<file path="src/design/inactivity_watchdog_map.vh">
// Register map, field positions, reset values and timing for the watchdog.
// Assumes inclusion by bare name from the design modules.
`ifndef INACTIVITY_WATCHDOG_MAP_VH
`define INACTIVITY_WATCHDOG_MAP_VH

// ----------------------------------------------------------------
// Register indices (byte address is four times the index)
// ----------------------------------------------------------------
`define WD_IDX_TIMEOUT      4'h0
`define WD_IDX_MASK         4'h1
`define WD_IDX_STATUS       4'h2
`define WD_IDX_RESERVED     4'h3
`define WD_IDX_IRQ_STATUS   4'h4
`define WD_IDX_IRQ_MASK     4'h5

// ----------------------------------------------------------------
// Fields and reset values
// ----------------------------------------------------------------
`define WD_MASK_UART2_BIT   3
`define WD_MASK_UART1_BIT   2
`define WD_MASK_WRITABLE    8'h0c
`define WD_STATUS_ALARM_BIT 0
`define WD_TIMEOUT_RESET    8'h00
`define WD_MASK_RESET       8'h00
`define WD_STATUS_RESET     8'h01
`define WD_IRQ_EXPIRED_BIT  0
`define WD_IRQ_WRITABLE     8'h01

// ----------------------------------------------------------------
// Timing
// ----------------------------------------------------------------
`define WD_TICK_SECONDS     60
`define WD_CLK_HZ           10000000
`define WD_TICK_CYCLES      (`WD_TICK_SECONDS * `WD_CLK_HZ)

`endif

</file>
<file path="src/design/minute_prescaler.v">
// One-cycle tick generator dividing the device clock down to the minute.
// Assumes a free-running clock and a synchronous active-low reset.
`timescale 1ns/1ns
`include "inactivity_watchdog_map.vh"

module minute_prescaler
#(
	parameter TICK_CYCLES = `WD_TICK_CYCLES
)
(
	input  wire sys_clk,  // Device clock
	input  wire resetn,   // Synchronous reset, active low
	input  wire restart,  // Restart the minute from zero
	output reg  tick      // One-cycle pulse per period
);

	reg [31:0] count_q;

	// ------------------------------------------------------------
	// Divider
	// ------------------------------------------------------------
	// Restart realigns the minute so a reload gets a full period
	always @(posedge sys_clk)
	begin
		if (!resetn || restart)
		begin
			count_q <= 32'h0;
			tick    <= 1'b0;
		end
		else if (count_q == TICK_CYCLES - 1)
		begin
			count_q <= 32'h0;
			tick    <= 1'b1;
		end
		else
		begin
			count_q <= count_q + 32'h1;
			tick    <= 1'b0;
		end
	end

endmodule // minute_prescaler

</file>
<file path="src/design/inactivity_watchdog_timer.v">
// Inactivity watchdog with an AXI4-Lite register slave.
// Assumes serial-port requests synchronous or asynchronous; they are
// synchronised here. One clock, synchronous active-low reset.
// The minute is TICK_CYCLES clocks, so the default suits 10 MHz only.
// Byte address is four times the register index; only the low byte of
// each word carries data. The alarm pin is push-pull: routing it to an
// interrupt line or an open-drain pad is left to the surroundings.
`timescale 1ns/1ns
`include "inactivity_watchdog_map.vh"

module inactivity_watchdog_timer
#(
	parameter TICK_CYCLES = `WD_TICK_CYCLES
)
(
	input  wire        sys_clk,        // Device clock, 10 MHz
	input  wire        resetn,         // Synchronous reset, active low
	input  wire [5:0]  s_axi_awaddr,   // Write address
	input  wire        s_axi_awvalid,  // Write address valid
	output wire        s_axi_awready,  // Write address ready
	input  wire [31:0] s_axi_wdata,    // Write data
	input  wire [3:0]  s_axi_wstrb,    // Write byte strobes
	input  wire        s_axi_wvalid,   // Write data valid
	output wire        s_axi_wready,   // Write data ready
	output reg  [1:0]  s_axi_bresp,    // Write response
	output reg         s_axi_bvalid,   // Write response valid
	input  wire        s_axi_bready,   // Write response ready
	input  wire [5:0]  s_axi_araddr,   // Read address
	input  wire        s_axi_arvalid,  // Read address valid
	output wire        s_axi_arready,  // Read address ready
	output reg  [31:0] s_axi_rdata,    // Read data
	output reg  [1:0]  s_axi_rresp,    // Read response
	output reg         s_axi_rvalid,   // Read data valid
	input  wire        s_axi_rready,   // Read data ready
	input  wire        uart1Irq,       // First serial port request
	input  wire        uart2Irq,       // Second serial port request
	output reg         alarm_out_n,    // Alarm, active low
	output wire        wdIrq,          // Watchdog request, active high
	output wire        irq             // Masked sticky event interrupt
);

	localparam [1:0] RESP_OKAY   = 2'b00;
	localparam [1:0] RESP_SLVERR = 2'b10;

	// ------------------------------------------------------------
	// State
	// ------------------------------------------------------------
	reg  [7:0]  timeout_minutes_q;
	reg  [7:0]  trigger_mask_q;
	reg  [7:0]  count_q;
	reg         running_q;
	reg  [7:0]  irqStatus_q;
	reg  [7:0]  irqMask_q;
	reg  [1:0]  uart1Sync_q;
	reg  [1:0]  uart2Sync_q;
	// Write halves held until both have arrived
	reg         awHeld_q;
	reg  [5:0]  awAddr_q;
	reg         wHeld_q;
	reg  [31:0] wData_q;
	reg  [3:0]  wStrb_q;

	// Decode and handshake nets
	wire        tick;
	wire        trigger;
	wire        doWrite;
	wire [3:0]  wrIdx;
	wire        toWrite;
	wire        expire;
	wire [7:0]  alarm_status;
	wire        restart;
	wire        irqClear;

	// Word index of a byte address; misaligned addresses are unmapped
	function [4:0] word_index;
		input [5:0] addr;
		begin
			word_index = {addr[1:0] != 2'b00, addr[5:2]};
		end
	endfunction

	// Strobe for one aligned register whose low byte is enabled
	function reg_write;
		input       fire;
		input [5:0] addr;
		input [3:0] strb;
		input [3:0] idx;
		begin
			reg_write = fire && strb[0] && addr[1:0] == 2'b00 &&
				addr[5:2] == idx;
		end
	endfunction

	// ------------------------------------------------------------
	// Write channel
	// ------------------------------------------------------------
	// Address and data are latched independently, in either order
	assign s_axi_awready = !awHeld_q && !s_axi_bvalid;
	assign s_axi_wready  = !wHeld_q && !s_axi_bvalid;
	assign doWrite       = awHeld_q && wHeld_q && !s_axi_bvalid;
	assign wrIdx         = awAddr_q[5:2];
	assign toWrite       = reg_write(doWrite, awAddr_q, wStrb_q,
		`WD_IDX_TIMEOUT);
	assign irqClear      = reg_write(doWrite, awAddr_q, wStrb_q,
		`WD_IDX_IRQ_STATUS);

	always @(posedge sys_clk)
	begin
		if (!resetn)
		begin
			awHeld_q     <= 1'b0;
			awAddr_q     <= 6'h00;
			wHeld_q      <= 1'b0;
			wData_q      <= 32'h0;
			wStrb_q      <= 4'h0;
			s_axi_bvalid <= 1'b0;
			s_axi_bresp  <= RESP_OKAY;
		end
		else
		begin
			if (s_axi_awvalid && s_axi_awready)
			begin
				awHeld_q <= 1'b1;
				awAddr_q <= s_axi_awaddr;
			end
			if (s_axi_wvalid && s_axi_wready)
			begin
				wHeld_q <= 1'b1;
				wData_q <= s_axi_wdata;
				wStrb_q <= s_axi_wstrb;
			end
			if (doWrite)
			begin
				awHeld_q     <= 1'b0;
				wHeld_q      <= 1'b0;
				s_axi_bvalid <= 1'b1;
				// Reserved index and holes answer SLVERR
				if (word_index(awAddr_q) > {1'b0, `WD_IDX_IRQ_MASK} ||
					word_index(awAddr_q) == {1'b0, `WD_IDX_RESERVED})
					s_axi_bresp <= RESP_SLVERR;
				else
					s_axi_bresp <= RESP_OKAY;
			end
			else if (s_axi_bvalid && s_axi_bready)
				s_axi_bvalid <= 1'b0;
		end
	end

	// ------------------------------------------------------------
	// Software registers
	// ------------------------------------------------------------
	// Status register writes fall through silently: it is read-only
	// Mask keeps only its two trigger bits; reserved bits read zero
	always @(posedge sys_clk)
	begin
		if (!resetn)
		begin
			timeout_minutes_q <= `WD_TIMEOUT_RESET;
			trigger_mask_q    <= `WD_MASK_RESET;
			irqMask_q         <= 8'h00;
		end
		else if (doWrite && wStrb_q[0] && awAddr_q[1:0] == 2'b00)
		begin
			case (wrIdx)
				`WD_IDX_TIMEOUT:
					timeout_minutes_q <= wData_q[7:0];
				`WD_IDX_MASK:
					trigger_mask_q <= wData_q[7:0] &
						`WD_MASK_WRITABLE;
				`WD_IDX_IRQ_MASK:
					irqMask_q <= wData_q[7:0] & `WD_IRQ_WRITABLE;
				default:
					irqMask_q <= irqMask_q;
			endcase
		end
	end

	// ------------------------------------------------------------
	// Trigger inputs
	// ------------------------------------------------------------
	// Requests come from other blocks; two flops before any use
	always @(posedge sys_clk)
	begin
		if (!resetn)
		begin
			uart1Sync_q <= 2'b00;
			uart2Sync_q <= 2'b00;
		end
		else
		begin
			uart1Sync_q <= {uart1Sync_q[0], uart1Irq};
			uart2Sync_q <= {uart2Sync_q[0], uart2Irq};
		end
	end

	// An active level retriggers each cycle, as the request is a level
	assign trigger =
		(uart2Sync_q[1] && trigger_mask_q[`WD_MASK_UART2_BIT]) ||
		(uart1Sync_q[1] && trigger_mask_q[`WD_MASK_UART1_BIT]);

	// ------------------------------------------------------------
	// Countdown
	// ------------------------------------------------------------
	// A reload of any kind also realigns the minute
	assign restart = toWrite || (running_q && trigger);

	minute_prescaler
	#(
		.TICK_CYCLES (TICK_CYCLES)
	)
	u_prescaler
	(
		.sys_clk (sys_clk),
		.resetn  (resetn),
		.restart (restart),
		.tick    (tick)
	);

	// Expiry follows the countdown's own priority: a timeout write or
	// a trigger in the same cycle reloads the counter instead, so the
	// sticky event bit must not be set either
	assign expire = running_q && !toWrite && !trigger && tick &&
		count_q == 8'h01;

	// Write beats trigger; trigger beats the minute tick
	always @(posedge sys_clk)
	begin
		if (!resetn)
		begin
			count_q     <= 8'h00;
			running_q   <= 1'b0;
			alarm_out_n <= 1'b1;
		end
		else if (toWrite)
		begin
			alarm_out_n <= 1'b1;
			count_q     <= wData_q[7:0];
			running_q   <= wData_q[7:0] != 8'h00;
		end
		else if (running_q && trigger)
			count_q <= timeout_minutes_q;
		else if (running_q && tick)
		begin
			count_q <= count_q - 8'h01;
			if (count_q == 8'h01)
			begin
				running_q   <= 1'b0;
				alarm_out_n <= 1'b0;
			end
		end
	end

	// ------------------------------------------------------------
	// Alarm outputs
	// ------------------------------------------------------------
	// Wired from the pin register, so status can never drift from it
	// Status bit mirrors the alarm level, 01h whenever inactive
	assign alarm_status = {7'h00, alarm_out_n};
	assign wdIrq        = !alarm_out_n;

	// ------------------------------------------------------------
	// Interrupt status
	// ------------------------------------------------------------
	// Expiry sets the sticky bit; a set outranks a same-cycle clear
	always @(posedge sys_clk)
	begin
		if (!resetn)
			irqStatus_q <= 8'h00;
		else
		begin
			if (irqClear)
				irqStatus_q <= irqStatus_q & ~(wData_q[7:0] &
					`WD_IRQ_WRITABLE);
			if (expire)
				irqStatus_q[`WD_IRQ_EXPIRED_BIT] <= 1'b1;
		end
	end

	// Level output, high while any unmasked event bit is set
	assign irq = |(irqStatus_q & irqMask_q);

	// ------------------------------------------------------------
	// Read channel
	// ------------------------------------------------------------
	// One read outstanding; the next address waits for the answer
	assign s_axi_arready = !s_axi_rvalid;

	// Unmapped and misaligned reads answer SLVERR with zero data
	always @(posedge sys_clk)
	begin
		if (!resetn)
		begin
			s_axi_rvalid <= 1'b0;
			s_axi_rdata  <= 32'h0;
			s_axi_rresp  <= RESP_OKAY;
		end
		else if (s_axi_arvalid && s_axi_arready)
		begin
			s_axi_rvalid <= 1'b1;
			s_axi_rresp  <= RESP_OKAY;
			case (word_index(s_axi_araddr))
				{1'b0, `WD_IDX_TIMEOUT}:
					s_axi_rdata <= {24'h0, timeout_minutes_q};
				{1'b0, `WD_IDX_MASK}:
					s_axi_rdata <= {24'h0, trigger_mask_q};
				{1'b0, `WD_IDX_STATUS}:
					s_axi_rdata <= {24'h0, alarm_status};
				{1'b0, `WD_IDX_IRQ_STATUS}:
					s_axi_rdata <= {24'h0, irqStatus_q};
				{1'b0, `WD_IDX_IRQ_MASK}:
					s_axi_rdata <= {24'h0, irqMask_q};
				default:
				begin
					s_axi_rdata <= 32'h0;
					s_axi_rresp <= RESP_SLVERR;
				end
			endcase
		end
		else if (s_axi_rvalid && s_axi_rready)
			s_axi_rvalid <= 1'b0;
	end

endmodule // inactivity_watchdog_timer

</file>
<file path="config.mk">
export PLATFORM = sky130hd
export DESIGN_NAME = inactivity_watchdog_timer
export DESIGN_NICKNAME = d
export VERILOG_FILES = /design/src/design/minute_prescaler.v /design/src/design/inactivity_watchdog_timer.v
export VERILOG_INCLUDE_DIRS = /design/src /design/src/design
export SDC_FILE = /design/constraint.sdc
export NUM_CORES = 1
export LEC_CHECK = 0
export ABC_AREA = 1
export BUFFER_PORTS_ARGS = -buffer_cell sky130_fd_sc_hd__buf_4
export CAP_MARGIN = 20
export CORE_UTILIZATION = 28
export DETAILED_ROUTE_END_ITERATION = 8
export GPL_TIMING_DRIVEN = 0
export SYNTH_ARGS = -nofsm -noshare
export SYNTH_HDL_FRONTEND = slang
export SYNTH_SLANG_ARGS = --single-unit
</file>
<file path="constraint.sdc">
create_clock -name sys_clk -period 2.5 [get_ports sys_clk]
set_clock_uncertainty 0.1 [all_clocks]
set_input_delay 0.5 -clock sys_clk [delete_from_list [all_inputs] [get_ports sys_clk]]
set_output_delay 0.5 -clock sys_clk [all_outputs]
set_load 0.05 [all_outputs]
</file>
==> summary.txt, run 1 <==
Setup path
  – WP data required: 2.64 ns
  – Reg2reg end: u_prescaler.count_q[13]$_SDFF_PP0_
  – Crit Path Max Fanout: 10
  – Arrival time at the worst endpoint: 2.24 ns
  – CP Capture Type: flip-flop
  – Worst Reg-to-Reg Cells: 9
  – CP Capture Point: u_prescaler.count_q[13]$_SDFF_PP0_
  – CP Class: reg -> reg
  – Worst reg2reg startpoint: u_prescaler.count_q[0]$_SDFF_PP0_
  – R2R Setup Slk: 0.41 ns
  – Critical path launch point: u_prescaler.count_q[0]$_SDFF_PP0_
  – Crit path launch type: flip-flop

Routing
  – Final WL: 11000 um
  – DRT antenna net count: 0
  – Vias post-DR: 4266
  – Drt wl/cell: 11.0 um
  – Vias per cell: 4.27
  – Residual DRC: 0
  – First-pass detailed-route iteration total: 5
  – Detailed Route Iter0 Violations: 240

Cells and area
  – ANT cells: 0
  – Layout cells sized above 1: 14.9%
  – Synth-to-Final Area Change: 22.0%
  – Design Area, Final: 5630 sq um
  – Non-Filler Instances: 999
  – # fillers: 1774
  – Nets@finish: 838

Min path
  – Min-delay src: uart1Irq
  – Hold Path Class: in -> reg
  – Hold Crit Depth: 3

Die
  – I/O pins: 101
  – Die Height: 130 um
  – Core area: 16000 sq um
  – Die area: 17000 sq um
  – Core Rows: 46
  – Initial Utilization: 28.8%
  – Die Span X: 130 um

GRT
  – Initial antenna violation count: 0
  – Gr usage total: 14.1%
  – Vias in the first global route: 3997
  – First-pass GRT wire length: 18600 um
  – GRT overflow: 0
  – Pin count of the biggest net entering global routing: 19

Clocking
  – Worst-Skew Late Latency: 0.36 ns
  – CTS tree: done
  – CTS max path bufs: 2
  – Clock sinks: 88
  – Clock slew at reported path FFs: 0.07 ns
  – Post-CTS Setup Inserts: 0
  – # resized after CTS: 0
  – Clock buffer count from CTS: 9
  – Hold-fix buffers, CTS: 0
  – Root buffer cell: clkbuf_16
  – H-tree depth: 3

Logic synthesis
  – Cell count after synthesis: 695
  – Synth Area per Inst: 6.63 sq um
  – Synth Cell Area: 4610 sq um
  – Netlist cell types: 36
  – YS warnings: 0
  – Most used DFF post-synth: dfxtp_1
  – Post-synthesis sequential area ratio: 38.2%
  – Post-synth EDFFs: 0
  – Async S/R FF share, synth: 0%
  – FF+latch count, synth: 88

Timing
  – Fmax: 478 MHz
  – Slew Limit Fails: 0
  – Worst-Margin Slew: 0.520 ns
  – Worst hold slack: 0.227 ns
  – Final Hold Vio Count: 0
  – Fin crit share: 83.6%
  – Final setup viols: 0
  – Slew margin rel.: 65.3%
  – RSZ-0062 raised after global routing: false
  – Fin crit period: 2.09 ns
  – Setup_tns: 0 ns

Placement
  – DPL Wire Length: 8550 um
  – Placed insts: 983
  – Port-buffer cells: 47
  – Placed cell areas: 5330 sq um
  – Placer Congestion: 0.886

Power
  – Pleak: 2.41 nW
  – Max VDD drop: 0.379 mV
  – Pwr dens: 578 nW/um^2

Status
  – Status: finished, final reports clean

Run
  – Max Cap Violations: 0
[layout make-up]
cell class	instances	area [sq um]	share of cell area, %
multi-input cells	512	2370	42.1
flip-flops and latches	88	1760	31.3
repair buffers	47	353	6.27
inverters	82	309	5.49
well taps	216	270	4.80
plain buffers	38	268	4.76
clock buffers	9	225	4.00
clock inverters	7	72.6	1.29
[registers in the layout, indices dropped and copies added (netlist names), 2 cells and up]
name,flops
awAddr_q,6
count_q,8
s_axi_rdata,8
timeout_minutes_q,8
trigger_mask_q,2
u_prescaler.count_q,32
uart1Sync_q,2
uart2Sync_q,2
wData_q,8
[power by group]
group | leakage, nW | internal [mW] | switching [mW]
registers | 0.716 | 1.45 | 0.0351
clock network | 0.145 | 0.711 | 0.652
logic | 1.55 | 0.133 | 0.273
total | 2.41 | 2.29 | 0.960
[cells in the final DEF (no fill, tap or decap), types with 2 or more instances in the layout]
| cell | instances |
|---|---|
| nand2_1 | 170 |
| nor2_1 | 131 |
| dfxtp_1 | 88 |
| inv_1 | 80 |
| buf_4 | 74 |
| o21ai_0 | 46 |
| nand3_1 | 31 |
| a21oi_1 | 30 |
| conb_1 | 26 |
| xor2_1 | 19 |
| nand4_1 | 16 |
| clkbuf_16 | 9 |
| nor2_2 | 7 |
| nand2_2 | 6 |
| xnor2_1 | 5 |
| inv_8 | 5 |
| clkbuf_1 | 4 |
| nor3_1 | 4 |
| buf_6 | 3 |
| buf_1 | 3 |
| ha_1 | 3 |
| nand3_2 | 2 |
| nor2_4 | 2 |
| nor4_1 | 2 |
| a31oi_1 | 2 |
[through the flow]
| step | power (mW) | util [%] | setup slack, ns |
|---|---|---|---|
| global placement | 1.92 | 33.3 | 0.396 |
| CTS | 3.29 | 35.2 | 0.397 |
| global route | 3.39 | 35.2 | 0.194 |
| detailed placement | 1.92 | 33.3 | 0.410 |
| finish | 3.25 | 35.2 | 0.409 |
| floorplan | 1.81 | - | 0.454 |
[worst min-delay path by stage]
stage	endpoint	slack, ns
final	uart1Sync_q[0]$_SDFF_PN0_	0.23
after global routing	uart1Sync_q[0]$_SDFF_PN0_	0.22
after global placement	uart2Sync_q[1]$_SDFF_PN0_	0.29
after floorplan	uart1Sync_q[1]$_SDFF_PN0_	0.29
after detailed placement	uart2Sync_q[1]$_SDFF_PN0_	0.30
after CTS	uart1Sync_q[0]$_SDFF_PN0_	0.22
[layer usage]
layer  wire [um]  vias up  GRT usage [%]
li1            -     2300              -
met1        5420     1863           17.6
met2        4910       87           23.3
met3         477       16           3.36
met4         212        0           5.40
met5           0        -              0
[logic make-up (layout without fill, tap and decap cells)]
group	after synthesis	count (layout)	share of synthesized area, %
AO/OA/AOI/OAI	84	84	9.66
XOR/XNOR	24	24	4.56
adder cells (fa/ha/maj)	3	3	0.814
buffers and inverters	120	183	12.5
flip-flops	88	88	38.2
other	1	26	0.0813
AND/OR/NAND/NOR	375	375	34.2
[worst max-delay path, stage by stage, from the launching register on]
cell     delay (ns)
dfxtp_1        0.40
ha_1           0.31
nand2_1        0.10
inv_2          0.09
nand2_4        0.07
nor2_4         0.19
nand2_2        0.12
o21ai_4        0.34
buf_6          0.22
nor2_1         0.05
[Yosys cell counts (3+ instances only)]
master / count / area, sq um
a21oi_1: 30 / 150
buf_1: 3 / 11.3
buf_4: 27 / 203
buf_6: 3 / 33.8
clkbuf_1: 4 / 15.0
dfxtp_1: 88 / 1760
ha_1: 3 / 37.5
inv_1: 80 / 300
nand2_1: 170 / 638
nand2_2: 6 / 37.5
nand3_1: 31 / 155
nand4_1: 16 / 100
nor2_1: 131 / 492
nor2_2: 7 / 43.8
nor3_1: 4 / 20.0
o21ai_0: 46 / 230
xnor2_1: 5 / 43.8
xor2_1: 19 / 166
Power figures use the tool's default switching activity.
==> inputs of run 2 (changes only) <==
==> constraint.sdc (replaced) <==
create_clock -name sys_clk -period 2.1 [get_ports sys_clk]
set_clock_uncertainty 0.1 [all_clocks]
set_input_delay 0.42 -clock sys_clk [delete_from_list [all_inputs] [get_ports sys_clk]]
set_output_delay 0.42 -clock sys_clk [all_outputs]
set_load 0.05 [all_outputs]
==> summary.txt, run 2 (synthesized netlist as in run 1, its figures left out) <==
GRT
  – GRT overflow: 0
  – Initial antenna violation count: 0
  – Pin count of the biggest net entering global routing: 19
  – First-pass GRT wire length: 18600 um
  – Vias in the first global route: 4013
  – Gr usage total: 14.1%

Die
  – Die Height: 130 um
  – Core Rows: 46
  – Core area: 16000 sq um
  – Die Span X: 130 um
  – I/O pins: 101
  – Initial Utilization: 28.8%
  – Die area: 17000 sq um

Setup path
  – CP top delay family: simple AND/OR/NAND/NOR gates
  – Worst path slowest cell: dfxtp_1
  – Crit-path max cell delay: 0.40 ns
  – WP data required: 2.24 ns
  – Arrival time at the worst endpoint: 2.04 ns
  – Crit path buf inv count: 2
  – CP Capture Type: flip-flop
  – Crit path launch type: flip-flop
  – Crit Path Max Fanout: 10
  – CP Class: reg -> reg
  – CP cell instances: ha_2, nand2_1, inv_2, nand2_4, nor2_4, nand2_2, o21ai_4, buf_6, nor2_1

Timing
  – Slew Limit Fails: 0
  – Fmax: 527 MHz
  – Final Hold Vio Count: 0
  – Worst-Margin Slew: 0.525 ns
  – Fin crit share: 90.4%
  – RSZ-0062 raised after global routing: false
  – Final setup viols: 0
  – Worst hold slack: 0.148 ns
  – Fin crit period: 1.90 ns
  – Slew margin rel.: 65.0%

Clocking
  – Clock sinks: 88
  – Worst-Skew Late Latency: 0.36 ns
  – CTS tree: done
  – CTS max path bufs: 2
  – Root buffer cell: clkbuf_16
  – H-tree depth: 3
  – Clock slew at reported path FFs: 0.07 ns
  – Clock buffer count from CTS: 9

Cells and area
  – Max reg flops: 32
  – Layout cells sized above 1: 15.4%
  – Nets@finish: 841
  – Design Area, Final: 5650 sq um
  – Commonest non-fill, non-tap cell in the layout: nand2_1
  – Synth-to-Final Area Change: 22.6%
  – ANT cells: 0
  – Most frequent cells in the layout: nand2_1, nor2_1, dfxtp_1
  – Reg with most FFs: u_prescaler.count_q

Routing
  – Met3 routed WL: 497 um
  – DRT antenna net count: 0
  – Detailed Route Iter0 Violations: 273
  – Met2 wire len: 4880 um
  – Residual DRC: 0
  – Drt wl/cell: 11.0 um
  – Vias per cell: 4.24
  – Vias post-DR: 4251
  – Top layer in use: met4
  – Final WL: 11000 um
  – First-pass detailed-route iteration total: 5
  – Met1 wire length: 5420 um

Placement
  – DPL Wire Length: 8550 um
  – Port-buffer cells: 47
  – Placed cell areas: 5330 sq um
  – Placer Congestion: 0.886

Status
  – Status: finished, final reports clean

Run
  – Max Cap Violations: 0

Power
  – Pleak: 2.42 nW
  – Pwr dens: 685 nW/um^2
  – Max VDD drop: 0.449 mV

Min path
  – Hold Path Class: in -> reg
==> run 2: cell types whose count changed in the layout (fill, tap and decap cells not counted), sizes merged <==
cell,before,now
buf,81,84
==> run 2: final cells by class <==
cell class	instances	area [sq um]
fill	1774	10300
clock inverter	7	72.6
timing repair buffer	50	375
sequential	88	1760
inverter	82	309
clock buffer	9	225
multi-input combinational	512	2370
tap	216	270
buffer	38	268
==> run 2: metrics by stage <==
stage,setup slack [ns],std cells,utilization (%),setup TNS (ns),power (mW)
after floorplan,0.0536,720,-,0,2.16
after global placement,-0.00351,983,33.3,-0.00699,2.28
after detailed placement,0.0102,983,33.3,0,2.29
after CTS,0.118,1002,35.3,0,3.92
after global routing,0.0186,1002,35.3,0,4.04
final,0.201,1002,35.3,0,3.87
==> run 2: metal layers <==
layer	vias up	global-route usage, %
li1	2305	-
met1	1854	17.6
met2	76	23.4
met3	16	3.36
met4	0	5.40
met5	-	0
==> run 2: worst paths after layout <==
check                                                       start                            endpoint  slack, ns  cells after the start
worst max register to register  u_prescaler.count_q[0]$_SDFF_PP0_  u_prescaler.count_q[13]$_SDFF_PP0_       0.20                      9
worst min-delay path                                     uart1Irq           uart1Sync_q[0]$_SDFF_PN0_       0.15                      3
worst min register to register          uart1Sync_q[0]$_SDFF_PN0_           uart1Sync_q[1]$_SDFF_PN0_       0.31                      2
worst max-delay path            u_prescaler.count_q[0]$_SDFF_PP0_  u_prescaler.count_q[13]$_SDFF_PP0_       0.20                      9
==> run 2: timing repair <==
item	CTS	global route
endpoints found under the setup margin	3	28
hold buffers	0	0
gates resized for setup	0	1
hold endpoints to repair	0	0
cloned	0	0
buffers inserted	3	0
pin swaps	1	0
==> run 2: worst register-to-register path: cells and delay by family (launching register included) <==
kind / cells / cell delay (ns)
adders and majority gates: 1 / 0.27
and+or+nand+nor: 5 / 0.51
DFF: 1 / 0.40
buffers and inverters: 2 / 0.27
AOI/OAI and AO/OA: 1 / 0.24
==> run 2: where the power goes <==
part	leakage (nW)	total (mW)	internal, mW	switching, mW
registers	0.716	1.76	1.72	0.0423
logic	1.56	0.487	0.162	0.326
clock network	0.145	1.62	0.846	0.773
total	2.42	3.87	2.73	1.14
==> inputs of run 3 (changes only) <==
--- a/config.mk
+++ b/config.mk
@@ -10,8 +10,10 @@
 export BUFFER_PORTS_ARGS = -buffer_cell sky130_fd_sc_hd__buf_4
 export CAP_MARGIN = 20
 export CORE_UTILIZATION = 28
+export CTS_CLUSTER_SIZE = 14
 export DETAILED_ROUTE_END_ITERATION = 8
 export GPL_TIMING_DRIVEN = 0
+export MAX_ROUTING_LAYER = met4
 export SYNTH_ARGS = -nofsm -noshare
 export SYNTH_HDL_FRONTEND = slang
 export SYNTH_SLANG_ARGS = --single-unit
==> summary.txt, run 3 (synthesized netlist as in run 1, its figures left out) <==
Status
  – Status: finished, final reports clean

Routing
  – First-pass detailed-route iteration total: 4
  – Residual DRC: 0
  – Top layer in use: met4
  – DRT antenna net count: 0
  – Met2 wire len: 5020 um
  – Met3 routed WL: 447 um
  – Vias per cell: 4.24
  – Drt wl/cell: 11.0 um
  – Met1 wire length: 5440 um
  – Final WL: 11100 um
  – Vias post-DR: 4246
  – Detailed Route Iter0 Violations: 245

Timing
  – RSZ-0062 raised after global routing: false
  – Fin crit share: 90.6%
  – Slew margin rel.: 64.8%
  – Fmax: 525 MHz
  – Slew Limit Fails: 0
  – Worst-Margin Slew: 0.528 ns
  – Setup_tns: 0 ns
  – Final Hold Vio Count: 0
  – Worst Slack Setup Final: 0.197 ns
  – Final setup viols: 0
  – Fin crit period: 1.90 ns

Cells and area
  – Reg with most FFs: u_prescaler.count_q
  – Nets@finish: 841
  – Most frequent cells in the layout: nand2_1, nor2_1, dfxtp_1
  – # fillers: 1782
  – Synth-to-Final Area Change: 22.8%
  – Commonest non-fill, non-tap cell in the layout: nand2_1
  – Max reg flops: 32
  – Layout cells sized above 1: 15.4%
  – ANT cells: 0

Power
  – Clock power share: 42.7%
  – Sw frac: 27.3%
  – Final Total Pwr: 3.93 mW
  – Gate power share: 12.4%
  – Pleak: 2.43 nW
  – Flop pwr share: 44.9%
  – Pwr dens: 694 nW/um^2
  – Internal: 2.86 mW
  – Max VDD drop: 0.402 mV
  – Net Switching: 1.07 mW

Die
  – Die area: 17000 sq um
  – Die Span X: 130 um
  – Core area: 16000 sq um
  – Die Height: 130 um
  – I/O pins: 101
  – Initial Utilization: 28.8%
  – Core Rows: 46

Placement
  – Place WS: -0.00977 ns
  – DPL Wire Length: 8640 um
  – Port-buffer cells: 47
  – Placer Congestion: 0.867

Min path
  – Min-delay src: uart1Irq
  – Hold Path Class: in -> reg

Setup path
  – Crit path launch type: flip-flop
  – Critical path launch point: u_prescaler.count_q[0]$_SDFF_PP0_
  – R2R Setup Slk: 0.20 ns
  – WP data required: 2.24 ns
  – Crit Path Max Fanout: 10
  – CP Class: reg -> reg
  – CP cell instances: ha_2, nand2_1, inv_2, nand2_4, nor2_4, nand2_2, o21ai_4, buf_6, nor2_1
  – Arrival time at the worst endpoint: 2.05 ns
  – CP Capture Point: u_prescaler.count_q[14]$_SDFF_PP0_
  – Crit-path max cell delay: 0.40 ns
  – Worst reg2reg startpoint: u_prescaler.count_q[0]$_SDFF_PP0_
  – CP Capture Type: flip-flop
  – Worst path slowest cell: dfxtp_1
  – Reg2reg end: u_prescaler.count_q[14]$_SDFF_PP0_
  – Worst Reg-to-Reg Cells: 9

Clocking
  – CTS max path bufs: 2
  – Clock buffer count from CTS: 9
  – Worst-Skew Late Latency: 0.35 ns
  – Hold-fix buffers, CTS: 0
  – Clock sinks: 88
  – Root buffer cell: clkbuf_16
  – Clock slew at reported path FFs: 0.07 ns
  – CTS tree: done
  – H-tree depth: 3

GRT
  – First-pass GRT wire length: 18300 um
  – Initial antenna violation count: 0
  – Pin count of the biggest net entering global routing: 17
  – Vias in the first global route: 3896
  – Gr usage total: 14.3%
  – GRT overflow: 0

Run
  – Max Cap Violations: 0
run 3: power groups by stage:
stage | logic (mW) | clock network (mW) | registers (mW)
global route | 0.533 | 1.81 | 1.77
floorplan | 0.325 | 0 | 1.83
detailed placement | 0.481 | 0 | 1.80
finish | 0.486 | 1.68 | 1.77
global placement | 0.480 | 0 | 1.80
CTS | 0.487 | 1.73 | 1.76
run 3: how the worst min path moves through the flow:
stage                           endpoint  slack [ns]  cells past startpoint
2_1_floorplan  uart1Sync_q[1]$_SDFF_PN0_        0.29                      2
3_3_place_gp   uart1Sync_q[1]$_SDFF_PN0_        0.30                      2
3_5_place_dp   uart1Sync_q[1]$_SDFF_PN0_        0.30                      2
4_1_cts        uart1Sync_q[0]$_SDFF_PN0_        0.14                      3
5_1_grt        uart1Sync_q[0]$_SDFF_PN0_        0.15                      3
6_report       uart1Sync_q[0]$_SDFF_PN0_        0.15                      3
run 3: per-layer routing:
layer,up-vias,track usage [%]
met3,16,3.65
li1,2302,-
met1,1858,17.4
met2,70,23.2
met5,-,-
met4,0,3.97
run 3: repair_timing:
| item | 4_1_cts | 5_1_grt |
|---|---|---|
| buffers inserted | 3 | 0 |
| endpoints found under the setup margin | 10 | 27 |
| pin swaps | 1 | 0 |
| gates resized for setup | 0 | 1 |
| cloned | 0 | 0 |
run 3: worst max-delay path, delay by kind of cell (launching register included):
| kind | cells | cell delay (ns) |
|---|---|---|
| buffers and inverters | 2 | 0.27 |
| DFF | 1 | 0.40 |
| adders and majority gates | 1 | 0.27 |
| AOI/OAI and AO/OA | 1 | 0.24 |
| and+or+nand+nor | 5 | 0.51 |
run 3: metrics by stage:
stage | hold slack, ns | instances | util, % | area, sq um
2_1_floorplan | 0.290 | 720 | - | 4700
3_3_place_gp | 0.296 | 983 | 33.3 | 5330
3_5_place_dp | 0.298 | 983 | 33.3 | 5330
4_1_cts | 0.139 | 1002 | 35.4 | 5660
5_1_grt | 0.151 | 1002 | 35.4 | 5660
6_report | 0.149 | 1002 | 35.4 | 5660
run 3: area by class of cell:
| cell class | count | area [sq um] | area share [%] |
|---|---|---|---|
| well taps | 216 | 270 | 4.77 |
| clock inverters | 6 | 72.6 | 1.28 |
| flip-flops and latches | 88 | 1760 | 31.1 |
| clock buffers | 10 | 239 | 4.22 |
| multi-input cells | 512 | 2370 | 41.8 |
| repair buffers | 50 | 375 | 6.63 |
| inverters | 82 | 309 | 5.46 |
| plain buffers | 38 | 268 | 4.73 |
